$ cat config.mk
export PLATFORM = sky130hd
export DESIGN_NAME = iamr_regs
export DESIGN_NICKNAME = d
export VERILOG_FILES = /design/src/common/iamr_pkg.sv /design/src/core/iamr_regs.sv
export VERILOG_INCLUDE_DIRS = /design/src /design/src/common
export SDC_FILE = /design/constraint.sdc
export NUM_CORES = 1
export LEC_CHECK = 0
export BUFFER_PORTS_ARGS = -buffer_cell sky130_fd_sc_hd__clkbuf_2
export CAP_MARGIN = 30
export CORE_MARGIN = 3
export CORE_UTILIZATION = 30
export DETAILED_ROUTE_END_ITERATION = 16
export GPL_TIMING_DRIVEN = 0
export SETUP_SLACK_MARGIN = 0.05
export SLEW_MARGIN = 40
export SYNTH_ARGS = -nofsm -noshare
export SYNTH_HDL_FRONTEND = slang
export SYNTH_SLANG_ARGS = --single-unit
$ cat constraint.sdc
create_clock -name mclk -period 2.5 [get_ports mclk]
set_clock_uncertainty 0.05 [all_clocks]
set_input_delay 0.125 -clock mclk [delete_from_list [all_inputs] [get_ports mclk]]
set_output_delay 0.125 -clock mclk [all_outputs]
set_load 0.02 [all_outputs]
$ cat src/common/iamr_cfg.svh
// offsets, field positions, reset values and timing counts of the address/mask bank
`ifndef IAMR_CFG_SVH
`define IAMR_CFG_SVH

// register byte offsets
`define IAMR_OFF_ADDR_HIGH 8'h00
`define IAMR_OFF_ADDR_ALIAS 8'h04
`define IAMR_OFF_MASK 8'h08
`define IAMR_OFF_CTRL 8'h0C
`define IAMR_OFF_STAT 8'h10

// address register fields
`define IAMR_UPPER_HI 15
`define IAMR_UPPER_LO 8
`define IAMR_MID_HI 7
`define IAMR_MID_LO 0

// mask register fields
`define IAMR_MISSED_MASK 12
`define IAMR_MEMERR_MASK 11
`define IAMR_RXIRQ_MASK 10
`define IAMR_TXIRQ_MASK 9
`define IAMR_IDONE_MASK 8
`define IAMR_TRANSMIT_UNDERFLOW_ERROR_RECOVER 6
`define IAMR_LOOK_AHEAD 5
`define IAMR_DEFER_DIS 4
`define IAMR_MASK_WRITABLE 16'h1F70
`define IAMR_MASK_RESET 16'h0000

// control register fields
`define IAMR_CTRL_WIDE 0
`define IAMR_CTRL_GLOBAL_IRQ_ENABLE 1
`define IAMR_CTRL_STOP 2
`define IAMR_CTRL_SUSPEND 3
`define IAMR_CTRL_RESET 4'h4

// status register fields
`define IAMR_STAT_SUMMARY 0
`define IAMR_STAT_IRQ 1
`define IAMR_STAT_TRANSMIT_ON_STATUS 2
`define IAMR_STAT_SCAN_LO 4

// axi responses
`define IAMR_RESP_OKAY 2'h0
`define IAMR_RESP_SLVERR 2'h2

// descriptor poll interval
`define IAMR_POLL_NS 1600
`define IAMR_CLK_NS 40
`define IAMR_POLL_CYC (`IAMR_POLL_NS / `IAMR_CLK_NS)

`endif

$ cat src/common/iamr_pkg.sv
// types shared by the address/mask register bank
package iamr_pkg;

    typedef enum logic [2:0] {
        REG_ADDR_HIGH = 3'h0,
        REG_ADDR_ALIAS = 3'h1,
        REG_MASK = 3'h2,
        REG_CTRL = 3'h3,
        REG_STAT = 3'h4,
        REG_NONE = 3'h7
    } iamr_reg_t;

    typedef enum logic [1:0] {
        SCAN_IDLE = 2'b00,
        SCAN_WALK = 2'b01,
        SCAN_POLL = 2'b10,
        SCAN_HOLD = 2'b11
    } iamr_scan_t;

endpackage

$ cat src/core/iamr_regs.sv
// init address and interrupt mask register bank with look-ahead descriptor scan
`timescale 1ns/100ps
`include "iamr_cfg.svh"

module iamr_regs
    import iamr_pkg::*;
#(
    parameter int POLL_CYCLES = `IAMR_POLL_CYC
) (
    // clock, reset, enable
    input wire logic mclk,
    input wire logic srst,
    input wire logic ce,
    // axi4-lite write
    input wire logic [7:0] awaddr,
    input wire logic awvalid,
    output logic awready,
    input wire logic [31:0] wdata,
    input wire logic [3:0] wstrb,
    input wire logic wvalid,
    output logic wready,
    output logic [1:0] bresp,
    output logic bvalid,
    input wire logic bready,
    // axi4-lite read
    input wire logic [7:0] araddr,
    input wire logic arvalid,
    output logic arready,
    output logic [31:0] rdata,
    output logic [1:0] rresp,
    output logic rvalid,
    input wire logic rready,
    // interrupt status inputs, summary flag and irq output
    input wire logic missedFrameStatus,
    input wire logic memoryErrorStatus,
    input wire logic receiveIrqStatus,
    input wire logic transmitIrqStatus,
    input wire logic initDoneStatus,
    output logic summaryIrqFlag,
    output logic irqRequestOut,
    // address forming
    input wire logic [15:0] initAddrLow,
    input wire logic [31:0] descBaseIn,
    input wire logic [31:0] bufAddrIn,
    output logic [31:0] busInitAddr,
    output logic [31:0] busDescAddr,
    output logic [31:0] busBufAddr,
    // transmit control
    input wire logic txStartReq,
    input wire logic transmitUnderflowError,
    output logic transmitOnStatus,
    output logic txResyncReq,
    output logic twoPartDeferral,
    // receive descriptors
    input wire logic rxFirstDescDone,
    input wire logic rxLastDescDone,
    input wire logic rxFrameArrive,
    input wire logic descAck,
    input wire logic descOwnDev,
    input wire logic descStartOfPacket,
    output logic rxIrqSet,
    output logic rxUseStartBit,
    output logic descReq,
    output logic descClearOwn,
    output logic descAdvance,
    output logic descHeld
);

    ////////////////////////////////////////////////////////////////////////
    logic [15:0] initAddrHigh;
    logic [15:0] maskReg;
    logic [3:0] ctrlReg;
    logic awTaken;
    logic wTaken;
    logic [7:0] awAddrQ;
    logic [31:0] wDataQ;
    logic [3:0] wStrbQ;
    logic doWrite;
    iamr_reg_t wrSel;
    iamr_scan_t scanState;
    iamr_scan_t next_scanState;
    logic [15:0] pollCount;
    logic [4:0] statusVec;
    logic [4:0] maskVec;
    logic next_summary;
    logic wideMode;
    logic addrOpen;
    logic [7:0] upperAddressByte;
    localparam logic [15:0] MASK_KEEP = `IAMR_MASK_WRITABLE;

    function automatic iamr_reg_t regSel(input logic [7:0] a);
        logic [7:0] w;
        w = {a[7:2], 2'b00};
        case (w)
            `IAMR_OFF_ADDR_HIGH: regSel = REG_ADDR_HIGH;
            `IAMR_OFF_ADDR_ALIAS: regSel = REG_ADDR_ALIAS;
            `IAMR_OFF_MASK: regSel = REG_MASK;
            `IAMR_OFF_CTRL: regSel = REG_CTRL;
            `IAMR_OFF_STAT: regSel = REG_STAT;
            default: regSel = REG_NONE;
        endcase
    endfunction

    // narrow mode replaces the top byte of a 24-bit pointer
    function automatic logic [31:0] formAddr(input logic wide, input logic [7:0] up,
                                             input logic [31:0] raw);
        formAddr = wide ? raw : {up, raw[23:0]};
    endfunction

    assign wideMode = ctrlReg[`IAMR_CTRL_WIDE];
    assign addrOpen = ctrlReg[`IAMR_CTRL_STOP] | ctrlReg[`IAMR_CTRL_SUSPEND];
    assign upperAddressByte = initAddrHigh[`IAMR_UPPER_HI:`IAMR_UPPER_LO];

    ////////////////////////////////////////////////////////////////////////
    // axi4-lite write channels, either order
    assign awready = ce & ~awTaken & ~bvalid;
    assign wready = ce & ~wTaken & ~bvalid;
    assign doWrite = ce & awTaken & wTaken & ~bvalid;
    assign wrSel = regSel(awAddrQ);

    always_ff @(posedge mclk) begin
        if (srst) begin
            awTaken <= 1'b0;
            wTaken <= 1'b0;
            awAddrQ <= 8'h00;
            wDataQ <= 32'h0000_0000;
            wStrbQ <= 4'h0;
            bvalid <= 1'b0;
            bresp <= `IAMR_RESP_OKAY;
        end else if (ce) begin
            if (awvalid && awready) begin
                awTaken <= 1'b1;
                awAddrQ <= awaddr;
            end
            if (wvalid && wready) begin
                wTaken <= 1'b1;
                wDataQ <= wdata;
                wStrbQ <= wstrb;
            end
            if (doWrite) begin
                awTaken <= 1'b0;
                wTaken <= 1'b0;
                bvalid <= 1'b1;
                bresp <= (wrSel == REG_NONE) ? `IAMR_RESP_SLVERR : `IAMR_RESP_OKAY;
            end else if (bvalid && bready) begin
                bvalid <= 1'b0;
            end
        end
    end

    // read channel
    assign arready = ce & ~rvalid;

    always_ff @(posedge mclk) begin
        if (srst) begin
            rvalid <= 1'b0;
            rdata <= 32'h0000_0000;
            rresp <= `IAMR_RESP_OKAY;
        end else if (ce) begin
            if (arvalid && arready) begin
                rvalid <= 1'b1;
                rresp <= `IAMR_RESP_OKAY;
                case (regSel(araddr))
                    REG_ADDR_HIGH, REG_ADDR_ALIAS: rdata <= {16'h0000, initAddrHigh};
                    REG_MASK: rdata <= {16'h0000, maskReg};
                    REG_CTRL: rdata <= {28'h000_0000, ctrlReg};
                    REG_STAT: rdata <= {24'h00_0000, 2'b00, scanState, 1'b0,
                                        transmitOnStatus, irqRequestOut, summaryIrqFlag};
                    default: begin
                        rdata <= 32'h0000_0000;
                        rresp <= `IAMR_RESP_SLVERR;
                    end
                endcase
            end else if (rvalid && rready) begin
                rvalid <= 1'b0;
            end
        end
    end

    ////////////////////////////////////////////////////////////////////////
    // address storage has no reset on purpose: it must survive every reset
    always_ff @(posedge mclk) begin
        if (doWrite && addrOpen && !srst &&
            (wrSel == REG_ADDR_HIGH || wrSel == REG_ADDR_ALIAS)) begin
            if (wStrbQ[0]) begin
                initAddrHigh[7:0] <= wDataQ[7:0];
            end
            if (wStrbQ[1]) begin
                initAddrHigh[15:8] <= wDataQ[15:8];
            end
        end
    end

    // mask register, reserved bits forced to zero
    always_ff @(posedge mclk) begin
        if (srst) begin
            maskReg <= `IAMR_MASK_RESET;
        end else if (doWrite && wrSel == REG_MASK) begin
            if (wStrbQ[0]) begin
                maskReg[7:0] <= wDataQ[7:0] & MASK_KEEP[7:0];
            end
            if (wStrbQ[1]) begin
                maskReg[15:8] <= wDataQ[15:8] & MASK_KEEP[15:8];
            end
        end
    end

    always_ff @(posedge mclk) begin
        if (srst) begin
            ctrlReg <= `IAMR_CTRL_RESET;
        end else if (doWrite && wrSel == REG_CTRL && wStrbQ[0]) begin
            ctrlReg <= wDataQ[3:0];
        end
    end

    ////////////////////////////////////////////////////////////////////////
    // summary flag and irq output
    assign statusVec = {missedFrameStatus, memoryErrorStatus, receiveIrqStatus,
                        transmitIrqStatus, initDoneStatus};
    assign maskVec = maskReg[`IAMR_MISSED_MASK:`IAMR_IDONE_MASK];
    assign next_summary = |(statusVec & ~maskVec);

    always_ff @(posedge mclk) begin
        if (srst) begin
            summaryIrqFlag <= 1'b0;
            irqRequestOut <= 1'b0;
        end else if (ce) begin
            summaryIrqFlag <= next_summary;
            irqRequestOut <= next_summary & ctrlReg[`IAMR_CTRL_GLOBAL_IRQ_ENABLE];
        end
    end

    // bus-master addresses
    always_ff @(posedge mclk) begin
        if (srst) begin
            busInitAddr <= 32'h0000_0000;
            busDescAddr <= 32'h0000_0000;
            busBufAddr <= 32'h0000_0000;
        end else if (ce) begin
            busInitAddr <= {initAddrHigh, initAddrLow};
            busDescAddr <= formAddr(wideMode, upperAddressByte, descBaseIn);
            busBufAddr <= formAddr(wideMode, upperAddressByte, bufAddrIn);
        end
    end

    ////////////////////////////////////////////////////////////////////////
    // transmitter on/off and underflow handling
    always_ff @(posedge mclk) begin
        if (srst) begin
            transmitOnStatus <= 1'b0;
            txResyncReq <= 1'b0;
            twoPartDeferral <= 1'b1;
        end else if (ce) begin
            txResyncReq <= transmitUnderflowError & maskReg[`IAMR_TRANSMIT_UNDERFLOW_ERROR_RECOVER];
            twoPartDeferral <= ~maskReg[`IAMR_DEFER_DIS];
            if (ctrlReg[`IAMR_CTRL_STOP]) begin
                transmitOnStatus <= 1'b0;
            end else if (txStartReq) begin
                transmitOnStatus <= 1'b1;
            end else if (transmitUnderflowError && !maskReg[`IAMR_TRANSMIT_UNDERFLOW_ERROR_RECOVER]) begin
                transmitOnStatus <= 1'b0;
            end
        end
    end

    // receive interrupt pulses
    always_ff @(posedge mclk) begin
        if (srst) begin
            rxIrqSet <= 1'b0;
            rxUseStartBit <= 1'b0;
        end else if (ce) begin
            rxIrqSet <= rxLastDescDone |
                        (rxFirstDescDone & maskReg[`IAMR_LOOK_AHEAD]);
            rxUseStartBit <= maskReg[`IAMR_LOOK_AHEAD];
        end
    end

    ////////////////////////////////////////////////////////////////////////
    // look-ahead ring walk after a frame's last descriptor
    always_comb begin
        next_scanState = scanState;
        case (scanState)
            SCAN_IDLE: begin
                if (rxLastDescDone && maskReg[`IAMR_LOOK_AHEAD]) begin
                    next_scanState = SCAN_WALK;
                end
            end
            SCAN_WALK: begin
                if (descAck && descStartOfPacket) begin
                    next_scanState = descOwnDev ? SCAN_HOLD : SCAN_POLL;
                end
            end
            SCAN_POLL: begin
                if (descAck && descStartOfPacket && descOwnDev) begin
                    next_scanState = SCAN_HOLD;
                end
            end
            SCAN_HOLD: begin
                if (rxFrameArrive) begin
                    next_scanState = SCAN_IDLE;
                end
            end
            default: next_scanState = SCAN_IDLE;
        endcase
    end

    always_ff @(posedge mclk) begin
        if (srst || ctrlReg[`IAMR_CTRL_STOP]) begin
            scanState <= SCAN_IDLE;
        end else if (ce) begin
            scanState <= next_scanState;
        end
    end

    // poll spacing; a slower poll saves bus bandwidth while the host fills the ring
    always_ff @(posedge mclk) begin
        if (srst) begin
            pollCount <= 16'h0000;
        end else if (ce) begin
            if (scanState != SCAN_POLL || descReq) begin
                pollCount <= 16'h0000;
            end else if (pollCount != 16'(POLL_CYCLES - 1)) begin
                pollCount <= pollCount + 16'h0001;
            end
        end
    end

    always_ff @(posedge mclk) begin
        if (srst || ctrlReg[`IAMR_CTRL_STOP]) begin
            descReq <= 1'b0;
            descClearOwn <= 1'b0;
            descAdvance <= 1'b0;
            descHeld <= 1'b0;
        end else if (ce) begin
            descClearOwn <= 1'b0;
            descAdvance <= 1'b0;
            descHeld <= (next_scanState == SCAN_HOLD);
            if (descReq && descAck) begin
                descReq <= 1'b0;
                if (scanState == SCAN_WALK && !descStartOfPacket) begin
                    descClearOwn <= descOwnDev;
                    descAdvance <= 1'b1;
                end
            end else if (next_scanState == SCAN_WALK && !descAdvance) begin
                descReq <= 1'b1;
            end else if (scanState == SCAN_POLL && pollCount == 16'(POLL_CYCLES - 1)) begin
                descReq <= 1'b1;
            end
        end
    end

    ////////////////////////////////////////////////////////////////////////
    addr_locked_a: assert property (@(posedge mclk) disable iff (srst)
        doWrite && !addrOpen |=> $stable(initAddrHigh))
        else $error("address field changed outside stop or suspend");

    mask_reset_a: assert property (@(posedge mclk) disable iff (srst)
        $fell(srst) |-> maskReg == 16'h0000)
        else $error("mask register not cleared by reset");

    mask_reserved_a: assert property (@(posedge mclk) disable iff (srst)
        maskReg[15:13] == 3'b000 && !maskReg[7])
        else $error("reserved mask bit set");

    summary_gate_a: assert property (@(posedge mclk) disable iff (srst)
        ce |=> summaryIrqFlag == |($past(statusVec) & ~$past(maskVec)))
        else $error("summary flag disagrees with masked status");

    irq_enable_a: assert property (@(posedge mclk) disable iff (srst)
        irqRequestOut |-> summaryIrqFlag && ctrlReg[`IAMR_CTRL_GLOBAL_IRQ_ENABLE] || $changed(ctrlReg))
        else $error("irq output without flag and enable");

    transmit_underflow_error_stop_a: assert property (@(posedge mclk) disable iff (srst)
        ce && transmitUnderflowError && !maskReg[6] && !txStartReq |=> !transmitOnStatus)
        else $error("transmitter not turned off on underflow");

    transmit_underflow_error_recover_a: assert property (@(posedge mclk) disable iff (srst)
        ce && transmitUnderflowError && maskReg[6] |=> txResyncReq ##1 !txResyncReq || ce)
        else $error("underflow recovery not requested");

    first_irq_a: assert property (@(posedge mclk) disable iff (srst)
        ce && rxFirstDescDone && maskReg[5] |=> rxIrqSet)
        else $error("look-ahead first descriptor irq missing");

    clear_own_a: assert property (@(posedge mclk) disable iff (srst)
        ce && scanState == SCAN_WALK && descReq && descAck && !descStartOfPacket
        |=> descAdvance && descClearOwn == $past(descOwnDev))
        else $error("skipped entry not handled");

    host_start_a: assert property (@(posedge mclk) disable iff (srst)
        ce && scanState == SCAN_WALK && descAck && descStartOfPacket && !descOwnDev
        && !ctrlReg[2] |=> scanState == SCAN_POLL && !descAdvance)
        else $error("host-owned start entry not polled");

    narrow_addr_a: assert property (@(posedge mclk) disable iff (srst)
        ce && !wideMode |=> busDescAddr[31:24] === $past(upperAddressByte))
        else $error("upper byte not placed on descriptor address");

    defer_a: assert property (@(posedge mclk) disable iff (srst)
        ce && maskReg[4] |=> !twoPartDeferral)
        else $error("two-part deferral still active");

endmodule

# [Yosys cells after proc, flatten, opt, wreduce, memory -nomap -nowiden]
# Cells that the tools add are included.
[classes] n_addsub=1 muxes=36 magnitude_cmp=0 multipliers=0 n_reduce_logical=56 eq_ne=24 div=0 bitwise_logic=20 shift=0
[ops] operator="2-to-1 mux 32 bit" n=2
[ops] operator="one-hot mux 16 bit (4 select lines)" n=1
[ops] operator="2-to-1 mux 16 bit" n=2
[ops] operator="one-hot mux 3 bit (5 select lines)" n=2
[ops] operator="AND reduction 2 bit" n=15
[ops] operator="equality test 6 x 2 -> 1 bit (second input constant)" n=4
[ops] operator="logical AND 1 bit" n=19
[ops] operator="2-to-1 mux 1 bit" n=19
[ops] operator="adder 16 x 1 -> 16 bit (second input constant)" n=1
[ops] operator="equality test 16 x 6 -> 1 bit (second input constant)" n=1
[ops] operator="!= test 16 x 6 -> 1 bit (second input constant)" n=1
[ops] operator="equality test 3 x 2 -> 1 bit (second input constant)" n=4
[ops] operator="equality test 6 x 1 -> 1 bit (second input constant)" n=2
[ops] operator="equality test 6 x 3 -> 1 bit (second input constant)" n=2
[ops] operator="logical NOT 6 bit" n=2
[ops] operator="2-to-1 mux 2 bit" n=6
[ops] operator="bitwise AND 1 bit" n=11
[ops] operator="nonzero test 2 bit" n=5
[ops] operator="OR reduction 5 bit" n=2
[ops] operator="2-to-1 mux 3 bit" n=3
[ops] operator="one-hot mux 2 bit (4 select lines)" n=1
[ops] operator="equality test 2 bit (second input constant)" n=3
[ops] operator="equality test 3 x 1 -> 1 bit (second input constant)" n=2
[ops] operator="equality test 3 bit (second input constant)" n=2
[ops] operator="other kinds (12)" n=25
[totals] rom_bits=0 latch_bits=0 in_bits=153 mem_bits_rw=0 output_inout_bits=148 wordCells=168 memories=0 reg_bits=219

# [Logic depth before layout (Yosys ltp)]
# Gate-level depths: netlist of run 1.
[logic_depth] ltp_word=9 mapped_depth=6 ltp_nobuf=5

# [Worst setup path after synthesis of run 1]
# No wires, ideal clock.
[synth_timing] path_kind="reg-to-reg" from="register bvalid" to="register wDataQ[5]" path_buffers=1 t_arrival_ps=1709 stages_incl_launch_ff=6 path_slack_ps=609 synth_period_minus_slack_ps=1891 setup_ps=132 path_cell_list="dfxtp_1 -> nor3b_1 -> nand2_1 -> clkbuf_1 -> nand2_1 -> a21oi_1"
[synth_via] elab_chain_len=4
[synth_lines] element="from (decl)" line="iamr_regs.sv:23" source="output logic bvalid,"
[synth_lines] element="from (signal assigned)" line="iamr_regs.sv:128" source="bvalid <= 1'b0;"
[synth_lines] element="from (signal assigned)" line="iamr_regs.sv:143" source="bvalid <= 1'b1;"
[synth_lines] element="from (signal assigned)" line="iamr_regs.sv:146" source="bvalid <= 1'b0;"
[synth_lines] element="NOT 1 bit" line="iamr_regs.sv:117" source="assign wready = ce & ~wTaken & ~bvalid;"
[synth_lines] element="bitwise AND 1 bit" line="iamr_regs.sv:117"
[synth_lines] element="via wready" line="iamr_regs.sv:21" source="output logic wready,"
[synth_lines] element="logical AND 1 bit" line="iamr_regs.sv:135" source="if (wvalid && wready) begin"
[synth_lines] element="AND reduction 2 bit (no source line)"
[synth_lines] element="to (signal assigned)" line="iamr_regs.sv:137" source="wDataQ <= wdata;"
[synth_lines] element="to (decl)" line="iamr_regs.sv:76" source="logic [31:0] wDataQ;"
# The timed path passes the listed nets, and every way through them passes these cells.
# A chain may end at the register's enable or synchronous reset.

# [Final worst setup path of run 1]
[layout_timing] from="register ctrlReg[2]" to="register initAddrHigh[11], enable pin"
[layout_via] elab_chain_len=5
[layout_lines] element="from (decl)" line="iamr_regs.sv:72" source="logic [3:0] ctrlReg;"
[layout_lines] element="from (signal assigned)" line="iamr_regs.sv:210" source="ctrlReg <= `IAMR_CTRL_RESET;"
[layout_lines] element="from (signal assigned)" line="iamr_regs.sv:212" source="ctrlReg <= wDataQ[3:0];"
[layout_lines] element="OR 1 bit" line="iamr_regs.sv:111" source="assign addrOpen = ctrlReg[`IAMR_CTRL_STOP] | ctrlReg[`IAMR_CTRL_SUSPEND];"
[layout_lines] element="logical AND 1 bit (3 in series)" line="iamr_regs.sv:183" source="if (doWrite && addrOpen && !srst &&"
[layout_lines] element="AND reduction 2 bit (no source line)"
[layout_lines] element="to (signal assigned)" line="iamr_regs.sv:189" source="initAddrHigh[15:8] <= wDataQ[15:8];"
[layout_lines] element="to (decl)" line="iamr_regs.sv:70" source="logic [15:0] initAddrHigh;"
# No other way between the ends.

==> results.json, run 1 <==
{
  "critPathMaxStageDelay_ns": 0.55,
  "clk-insertion-delay-late_ns": 0.43,
  "core_area_um2": 25400,
  "synth-edff-count": 16,
  "ys_ff_latch": 199,
  "yosysTopAreaCellShare": 0.469,
  "worstPathArrival_ns": 2.30,
  "hold_buffers": 109,
  "rr_startpoint": "ctrlReg[2]$_SDFFE_PP1P_",
  "met1_length_um": 10700,
  "cp.depth": 4,
  "r2r_cells": 4,
  "period_share": 0.910,
  "status": "finished clean",
  "rows": 58,
  "nNetsFinal": 1377,
  "layout_common_cells": "260 x clkbuf_2, 183 x dfxtp_1, 136 x nor2_1",
  "hold_violations": 0,
  "worstSetupPathType": "flop to flop",
  "htreeDepth": 4,
  "worst_slew_pin_slew_ns": 0.855,
  "cp_data_required_time_ns": 2.53,
  "cp-start-kind": "flop",
  "grt_pass1_vias": 7114,
  "num_vias": 7155,
  "layout-drive-gt1-share": 0.269,
  "start_util": 0.308,
  "yosysSeqAreaShare": 0.530,
  "finalWeightedCongestion": 0.845,
  "stdcell_count": 1566,
  "grt_max_degree": 20,
  "dp_hpwl_um": 19300,
  "ys_warn_count": 0,
  "final.min_clock_period_ns": 2.27,
  "maxSlewViolCount": 0,
  "avgSynthCellArea_um2": 9.56,
  "synth_cell_types": 52,
  "numCtsBuffers": 17,
  "power.leakage_nw": 5.04,
  "die_w_um": 167,
  "wl_per_cell_um": 16.6,
  "ctsResizeCount": 0,
  "drv_cap": 0,
  "crit_chain": "clkbuf_1 -> inv_1 -> a2111oi_0 -> and3_1",
  "hold_depth": 4,
  "first_iter_violations": 386,
  "synth_top_area_cell": "dfxtp_1",
  "holdWs_ns": 0.0328,
  "post-route-util": 0.444,
  "root_buffer": "clkbuf_16",
  "grt_first_pass_wirelength_um": 39900,
  "antenna_found_initial": 1,
  "synthCells": 817,
  "fp.dieH_um": 167,
  "power_mw": 7.05,
  "p_per_area_nw_per_um2": 625,
  "grt_use_total": 0.181,
  "ys.flop_type": "dfxtp_1",
  "post_cts_buffers": 0,
  "setup_violations": 0,
  "hold_path.class": "input port to flop",
  "rsz0062_at_grt": "false",
  "clock_path_buffers": 2,
  "crit_start": "ctrlReg[2]$_SDFFE_PP1P_",
  "dr.pass1.iters": 4,
  "diodes": 0,
  "critPathBufInv": 2,
  "clock-sinks": 199,
  "cpMaxStageDelayCell": "a2111oi_0",
  "cts_tree": "yes",
  "end_kind": "flop",
  "dp.cells": 1425,
  "grt_overflow_total": 0,
  "wl_met2_um": 12700,
  "synthToLayoutAreaGrowth_pct": 44.3,
  "holdCritStartpoint": "rxFrameArrive",
  "path_clk_slew_ns": 0.07,
  "tns_ns": 0,
  "yosys-top-cells-area": "dfxtp_1 47%, mux2i_1 13%, nor2_1 6.5%",
  "ioPinCount": 301,
  "maxUsedRoutingLayer": "met5",
  "fmax_ghz": 0.440,
  "synth_area_um2": 7810,
  "port_buffers": 260,
  "die-area_um2": 28000,
  "antenna_left": 0,
  "vdd_drop_max_uv": 440,
  "drc": 0,
  "crit_fanout": 9,
  "cp_top_family": "compound AO/OA/AOI/OAI gates",
  "drt-total-wl_um": 26000,
  "met3_length_um": 1910,
  "routed_via_density": 4.57,
  "slew_headroom": 0.430,
  "async_flop_share": 0,
  "layout_commonest_cell": "clkbuf_2"
}
[synth_stat cells, types with 8 or more instances]
library cell,number
nand3_1,9
buf_1,10
buf_2,13
or3_1,10
edfxtp_1,16
nand3b_1,9
buf_4,18
nand2_1,78
inv_1,10
mux2i_1,99
nor2_1,136
a21oi_1,63
clkbuf_1,24
nor2b_1,13
a211oi_1,19
o21ai_0,15
nor3_1,8
a22oi_1,8
dfxtp_1,183
nand2b_1,11
[cell type report]
cell class	count	area (µm²)
inverters	10	37.5
multi-input cells	560	3370
repair buffers	370	2400
well taps	330	413
fillers	2476	14100
clock buffers	17	425
clock inverters	15	159
flip-flops and latches	199	4140
plain buffers	65	328
[kinds of logic after synthesis]
| family | count (synthesis) | share of synthesized area |
|---|---|---|
| muxes | 99 | 0.127 |
| DFF | 199 | 0.530 |
| and+or+nand+nor | 311 | 0.193 |
| other | 1 | 0.000480 |
| xor gates and xnor gates | 7 | 0.00785 |
| AOI/OAI and AO/OA | 124 | 0.0935 |
| buffers and inverters | 75 | 0.0468 |
| adders and majority gates | 1 | 0.00160 |
[metrics by stage]
step	setup WS [ns]	instance area, µm²
after floorplan	0.609	7880
after global placement	0.00500	9590
after detailed placement	0.164	9600
after CTS	0.192	11300
after global routing	0.0698	11300
final	0.226	11300
[metal layers]
metal  vias to the layer above  GRT usage
li1                       3605          -
met1                      3263      0.208
met2                       250      0.319
met3                        35     0.0524
met4                         2     0.0647
met5                         -          0
[report_power, final]
part	total, mW	internal, mW	switching [mW]
clock network	2.74	1.42	1.32
registers	3.40	3.33	0.0733
logic	0.911	0.405	0.506
total	7.05	5.15	1.90
[flip-flops by register name (all words and copies together), names as in the netlist, 2 cells and up]
signal / count
busBufAddr: 32
busDescAddr: 32
busInitAddr: 32
initAddrHigh: 16
pollCount: 16
rdata: 16
wDataQ: 16
maskReg: 8
awAddrQ: 6
ctrlReg: 4
scanState: 2
wStrbQ: 2
[final timing paths]
path / to / slack, ns
setup / recovery: initAddrHigh[11]$_DFFE_PP_ / 0.23
hold / removal: descHeld$_SDFFE_PP0P_ / 0.03
setup reg to reg: initAddrHigh[11]$_DFFE_PP_ / 0.23
hold reg to reg: initAddrHigh[14]$_DFFE_PP_ / 0.38
[worst reg2reg max path: cells and delay by family (launching register included)]
| kind | cells | cell delay [ns] |
|---|---|---|
| AND/OR/NAND/NOR | 1 | 0.52 |
| AO/OA/AOI/OAI | 1 | 0.55 |
| buffers and inverters | 2 | 0.50 |
| flip-flops | 1 | 0.31 |
Power figures use the tool's default switching activity.
==> run 2: changes to the inputs <==
==> constraint.sdc (replaced) <==
create_clock -name mclk -period 2.91 [get_ports mclk]
set_clock_uncertainty 0.05 [all_clocks]
set_input_delay 0.1455 -clock mclk [delete_from_list [all_inputs] [get_ports mclk]]
set_output_delay 0.1455 -clock mclk [all_outputs]
set_load 0.02 [all_outputs]
==> run 2 against run 1 <==
Compared with the run above: first-iteration DRC count is 4.7% higher; wire length barely moved; via count decreased by 0.43%; critical path type unchanged; largest cell class unchanged.
==> results.json, run 2 (synthesis gave the netlist of run 1 again) <==
{
  "drv_cap": 0,
  "num_vias": 7124,
  "layout_common_cells": "260 x clkbuf_2, 183 x dfxtp_1, 136 x nor2_1",
  "pwr-share-clk": 0.390,
  "crit_start": "ctrlReg[2]$_SDFFE_PP1P_",
  "grt_first_pass_wirelength_um": 39900,
  "worst_slack_ns": 0.647,
  "cp-start-kind": "flop",
  "nNetsFinal": 1373,
  "numCtsBuffers": 17,
  "vdd_drop_max_uv": 378,
  "grt_use_total": 0.181,
  "period_share": 0.778,
  "ioPinCount": 301,
  "antenna_found_initial": 1,
  "path_clk_slew_ns": 0.07,
  "tns_ns": 0,
  "p_per_area_nw_per_um2": 539,
  "grt_pass1_vias": 7101,
  "worst_slew_pin_slew_ns": 0.833,
  "start_util": 0.308,
  "fp.dieH_um": 167,
  "routed_via_density": 4.56,
  "use_met3": 0.0526,
  "regToRegSetupSlack_ns": 0.65,
  "dp.cells": 1425,
  "maxSlewViolCount": 0,
  "first_iter_violations": 404,
  "clock_path_buffers": 2,
  "final.min_clock_period_ns": 2.26,
  "clk-insertion-delay-late_ns": 0.43,
  "layout-drive-gt1-share": 0.269,
  "grt_max_degree": 20,
  "crit_path_end": "initAddrHigh[11]$_DFFE_PP_",
  "r2r_cells": 4,
  "fmax_ghz": 0.442,
  "power.leakage_nw": 5.03,
  "swShare": 0.270,
  "end_kind": "flop",
  "slew_headroom": 0.444,
  "drt-total-wl_um": 26000,
  "met1_usage": 0.208,
  "antenna_left": 0,
  "hold_path.class": "input port to flop",
  "synthToLayoutAreaGrowth_pct": 43.8,
  "crit_chain": "clkbuf_1 -> inv_1 -> a2111oi_0 -> and3_1",
  "clock-sinks": 199,
  "n_fill_cell": 2479,
  "r2r_end": "initAddrHigh[11]$_DFFE_PP_",
  "finalWeightedCongestion": 0.845,
  "root_buffer": "clkbuf_16",
  "worstSetupPathType": "flop to flop",
  "port_buffers": 260,
  "die-area_um2": 28000,
  "pwr-share-seq": 0.482,
  "status": "finished clean",
  "seqCellArea_um2": 4140,
  "diodes": 0,
  "worstPathArrival_ns": 2.29,
  "top_usage_layer": "met2",
  "rsz0062_at_grt": "false",
  "layout_commonest_cell": "clkbuf_2",
  "cts_tree": "yes",
  "met2_usage": 0.319,
  "grt_overflow_total": 0,
  "rr_startpoint": "ctrlReg[2]$_SDFFE_PP1P_",
  "core_area_um2": 25400,
  "crit_fanout": 9,
  "hold_violations": 0,
  "die_w_um": 167,
  "dr.pass1.iters": 4,
  "power.switching_mw": 1.64,
  "rows": 58,
  "p_int_mw": 4.42,
  "drc": 0,
  "cp_data_required_time_ns": 2.94,
  "htreeDepth": 4,
  "stdcell_count": 1562,
  "setup_violations": 0,
  "dp_hpwl_um": 19300,
  "multiInputGateArea_um2": 3370,
  "reg_top3": "busBufAddr (32), busDescAddr (32), busInitAddr (32)",
  "critPathMaxStageDelay_ns": 0.55,
  "pwr-share-comb": 0.129,
  "post-place-ws_ns": 0.554,
  "cpMaxStageDelayCell": "a2111oi_0",
  "wl_per_cell_um": 16.7
}
## run 2: cell count changes in the layout (fill, tap and decap cells not counted)
cell,delta
dlygate4sd3_1,-4
## run 2: final cells by class
type	instances	area share
plain buffers	65	0.0292
flip-flops and latches	199	0.369
repair buffers	366	0.210
multi-input cells	560	0.300
well taps	330	0.0367
inverters	10	0.00334
clock inverters	15	0.0141
clock buffers	17	0.0379
## run 2: power groups by stage
stage / Clock [mW] / Sequential (mW) / Combinational (mW)
after floorplan: 0 / 3.07 / 0.289
after global placement: 0 / 2.98 / 0.662
after detailed placement: 0 / 2.98 / 0.667
after CTS: 2.44 / 2.92 / 0.780
after global routing: 2.54 / 2.94 / 0.846
final: 2.36 / 2.92 / 0.779
## run 2: metrics by stage
| step | hold slack, ns | utilization | cell area (µm²) | power [mW] |
|---|---|---|---|---|
| 3_3_place_gp | 0.331 | 0.378 | 9590 | 3.64 |
| 2_1_floorplan | 0.217 | - | 7880 | 3.36 |
| 6_report | 0.00826 | 0.442 | 11200 | 6.06 |
| 5_1_grt | 0.0158 | 0.442 | 11200 | 6.32 |
| 4_1_cts | 0.00130 | 0.442 | 11200 | 6.14 |
| 3_5_place_dp | 0.330 | 0.378 | 9600 | 3.65 |
## run 2: layer usage
metal  share of wire  vias up
met4           0.027        2
met5         0.00050        -
met1            0.41     3250
met3           0.072       35
li1                -     3594
met2            0.49      243
## run 2: what timing repair did
action | CTS | global route
buffers inserted | 0 | 0
resized for setup | 0 | 0
hold endpoints to repair | 105 | 0
hold buffers | 105 | 0
## run 2: critical path: cells and delay by family (launching register included)
family | cells | cell delay [ns]
compound gates | 1 | 0.55
buf+inv | 2 | 0.49
flops | 1 | 0.31
simple gates | 1 | 0.51
## run 2: worst min-delay path by stage
| stage | to | start | depth (start not counted) | slack (ns) |
|---|---|---|---|---|
| floorplan | twoPartDeferral$_SDFFE_PP1P_ | srst | 2 | 0.22 |
| global placement | busBufAddr[12]$_SDFFE_PP0P_ | bufAddrIn[12] | 3 | 0.33 |
| detailed placement | wDataQ[5]$_SDFFE_PP0P_ | wdata[5] | 3 | 0.33 |
| CTS | busBufAddr[26]$_SDFFE_PP0P_ | bufAddrIn[26] | 3 | 0.001 |
| global route | busBufAddr[29]$_SDFFE_PP0P_ | bufAddrIn[29] | 3 | 0.02 |
| finish | descClearOwn$_SDFFE_PP0P_ | descOwnDev | 3 | 0.008 |
==> run 3: changes to the inputs <==
==> constraint.sdc (replaced) <==
create_clock -name mclk -period 1.95 [get_ports mclk]
set_clock_uncertainty 0.05 [all_clocks]
set_input_delay 0.0975 -clock mclk [delete_from_list [all_inputs] [get_ports mclk]]
set_output_delay 0.0975 -clock mclk [all_outputs]
set_load 0.02 [all_outputs]
==> run 3 against run 2 <==
Compared with the run above: count of clock-buffer cells in the layout is the same; combinational power rose by 51%; largest cell class unchanged; critical path depth did not move; total power is 50% higher; cell count is 0.38% higher; die area unchanged; non-clock buffer count is 6 higher; wire length grew 0.55%; first-iteration DRC count is 9.4% higher; via count up 1.2%; register-to-register slack worse by 0.51 ns.
==> results.json, run 3 (synthesis gave the netlist of run 1 again) <==
{
  "cp_data_required_time_ns": 2.19,
  "hold_end": "rresp[1]$_SDFFE_PP0P_",
  "worstSetupPathType": "flop to flop",
  "rsz0062_at_grt": "true",
  "end_kind": "flop",
  "post-route-cell-area_um2": 11400,
  "synthToLayoutAreaGrowth_pct": 45.7,
  "nNetsFinal": 1379,
  "dp_hpwl_um": 19300,
  "num_vias": 7212,
  "p_per_area_nw_per_um2": 796,
  "top_usage_layer": "met2",
  "cp-start-kind": "flop",
  "root_buffer": "clkbuf_16",
  "r2r_cells": 4,
  "clock_path_buffers": 2,
  "grt_overflow_total": 0,
  "layout-drive-gt1-share": 0.284,
  "holdCritStartpoint": "araddr[4]",
  "routed_via_density": 4.60,
  "power.leakage_nw": 5.09,
  "hold_depth": 3,
  "tns_ns": 0,
  "period_share": 0.932,
  "met2_usage": 0.321,
  "antenna_found_initial": 1,
  "rr_startpoint": "awAddrQ[6]$_SDFFE_PP0P_",
  "finalWeightedCongestion": 0.845,
  "grt_use_total": 0.181,
  "die_w_um": 167,
  "grt_first_pass_wirelength_um": 40000,
  "port_buffers": 260,
  "met1_usage": 0.209,
  "path_clk_slew_ns": 0.07,
  "crit_fanout": 5,
  "antenna_left": 0,
  "reg_top3": "busBufAddr (32), busDescAddr (32), busInitAddr (32)",
  "core_area_um2": 25400,
  "crit_start": "awAddrQ[6]$_SDFFE_PP0P_",
  "use_met3": 0.0519,
  "holdWs_ns": 0.0362,
  "maxSlewViolCount": 0,
  "slew_headroom": 0.443,
  "setup_violations": 0,
  "r2r_end": "ctrlReg[0]$_SDFFE_PP0P_",
  "wl_per_cell_um": 16.7,
  "layout_common_cells": "264 x clkbuf_2, 178 x dfxtp_1, 136 x nor2_1",
  "clock-sinks": 199,
  "drv_cap": 0,
  "regToRegSetupSlack_ns": 0.13,
  "worst_slew_pin_slew_ns": 0.835,
  "hold_path.class": "input port to flop",
  "drt-total-wl_um": 26200,
  "fmax_ghz": 0.550,
  "dr.pass1.iters": 4,
  "hold_violations": 0,
  "status": "finished clean",
  "die-area_um2": 28000,
  "first_iter_violations": 442,
  "grt_pass1_vias": 7134,
  "drc": 0,
  "vdd_drop_max_uv": 564,
  "layout_commonest_cell": "clkbuf_2",
  "clk-insertion-delay-late_ns": 0.43,
  "rows": 58,
  "diodes": 0,
  "final.min_clock_period_ns": 1.82,
  "worst_slack_ns": 0.133,
  "grt_max_degree": 20,
  "htreeDepth": 4,
  "cts_tree": "yes",
  "fp.dieH_um": 167,
  "worstPathArrival_ns": 2.06,
  "post-place-ws_ns": -0.358,
  "ioPinCount": 301,
  "numCtsBuffers": 17,
  "place_area_um2": 9600,
  "start_util": 0.308
}
run 3: layer usage:
layer | wire (µm) | vias to the layer above
li1 | - | 3614
met1 | 10800 | 3281
met2 | 12700 | 273
met3 | 1960 | 42
met4 | 659 | 2
met5 | 13 | -
run 3: final cells by class:
| cell class | count | area, µm² |
|---|---|---|
| Tap cell | 330 | 413 |
| Inverter | 10 | 37.5 |
| Clock buffer | 17 | 425 |
| Fill cell | 2471 | 14000 |
| Multi-Input combinational cell | 560 | 3430 |
| Buffer | 62 | 320 |
| Clock inverter | 15 | 159 |
| Sequential cell | 199 | 4150 |
| Timing Repair Buffer | 375 | 2450 |
run 3: timing repair:
item                       4_1_cts  5_1_grt
setup endpoints to repair       33       60
buffers inserted                 1        2
hold buffers                   111        0
pin swaps                        1        4
resized for setup               14       14
hold endpoints to repair       111        0
run 3: worst max path at each step:
stage                                               end  slack, ns  cells past startpoint
after floorplan                  wDataQ[5]$_SDFFE_PP0P_       0.06                      5
after global placement    transmitOnStatus$_SDFFE_PP0P_      -0.52                      5
after detailed placement     busBufAddr[3]$_SDFFE_PP0P_      -0.36                      5
after CTS                    pollCount[14]$_SDFFE_PP0P_       0.05                      5
after global routing            ctrlReg[0]$_SDFFE_PP0P_       0.05                      4
final                           ctrlReg[0]$_SDFFE_PP0P_       0.13                      4
run 3: worst max-delay path, cell delays in order (launching register included):
cell and delay (ns):
dfxtp_1 0.32, or3_4 0.43, nor4_4 0.50, mux2i_1 0.31, nor2_1 0.07
run 3: where the power goes:
group	switching, mW	internal (mW)	total [mW]	leakage [nW]
Sequential	0.0958	4.26	4.36	1.64
Combinational	0.654	0.529	1.18	3.17
Clock	1.70	1.82	3.52	0.286
run 3: stage by stage:
| stage | utilization | total power [mW] | instances |
|---|---|---|---|
| 3_5_place_dp | 0.378 | 5.45 | 1425 |
| 4_1_cts | 0.447 | 9.18 | 1568 |
| 3_3_place_gp | 0.378 | 5.44 | 1424 |
| 6_report | 0.448 | 9.06 | 1568 |
| 5_1_grt | 0.448 | 9.46 | 1568 |
| 2_1_floorplan | - | 5.02 | 834 |
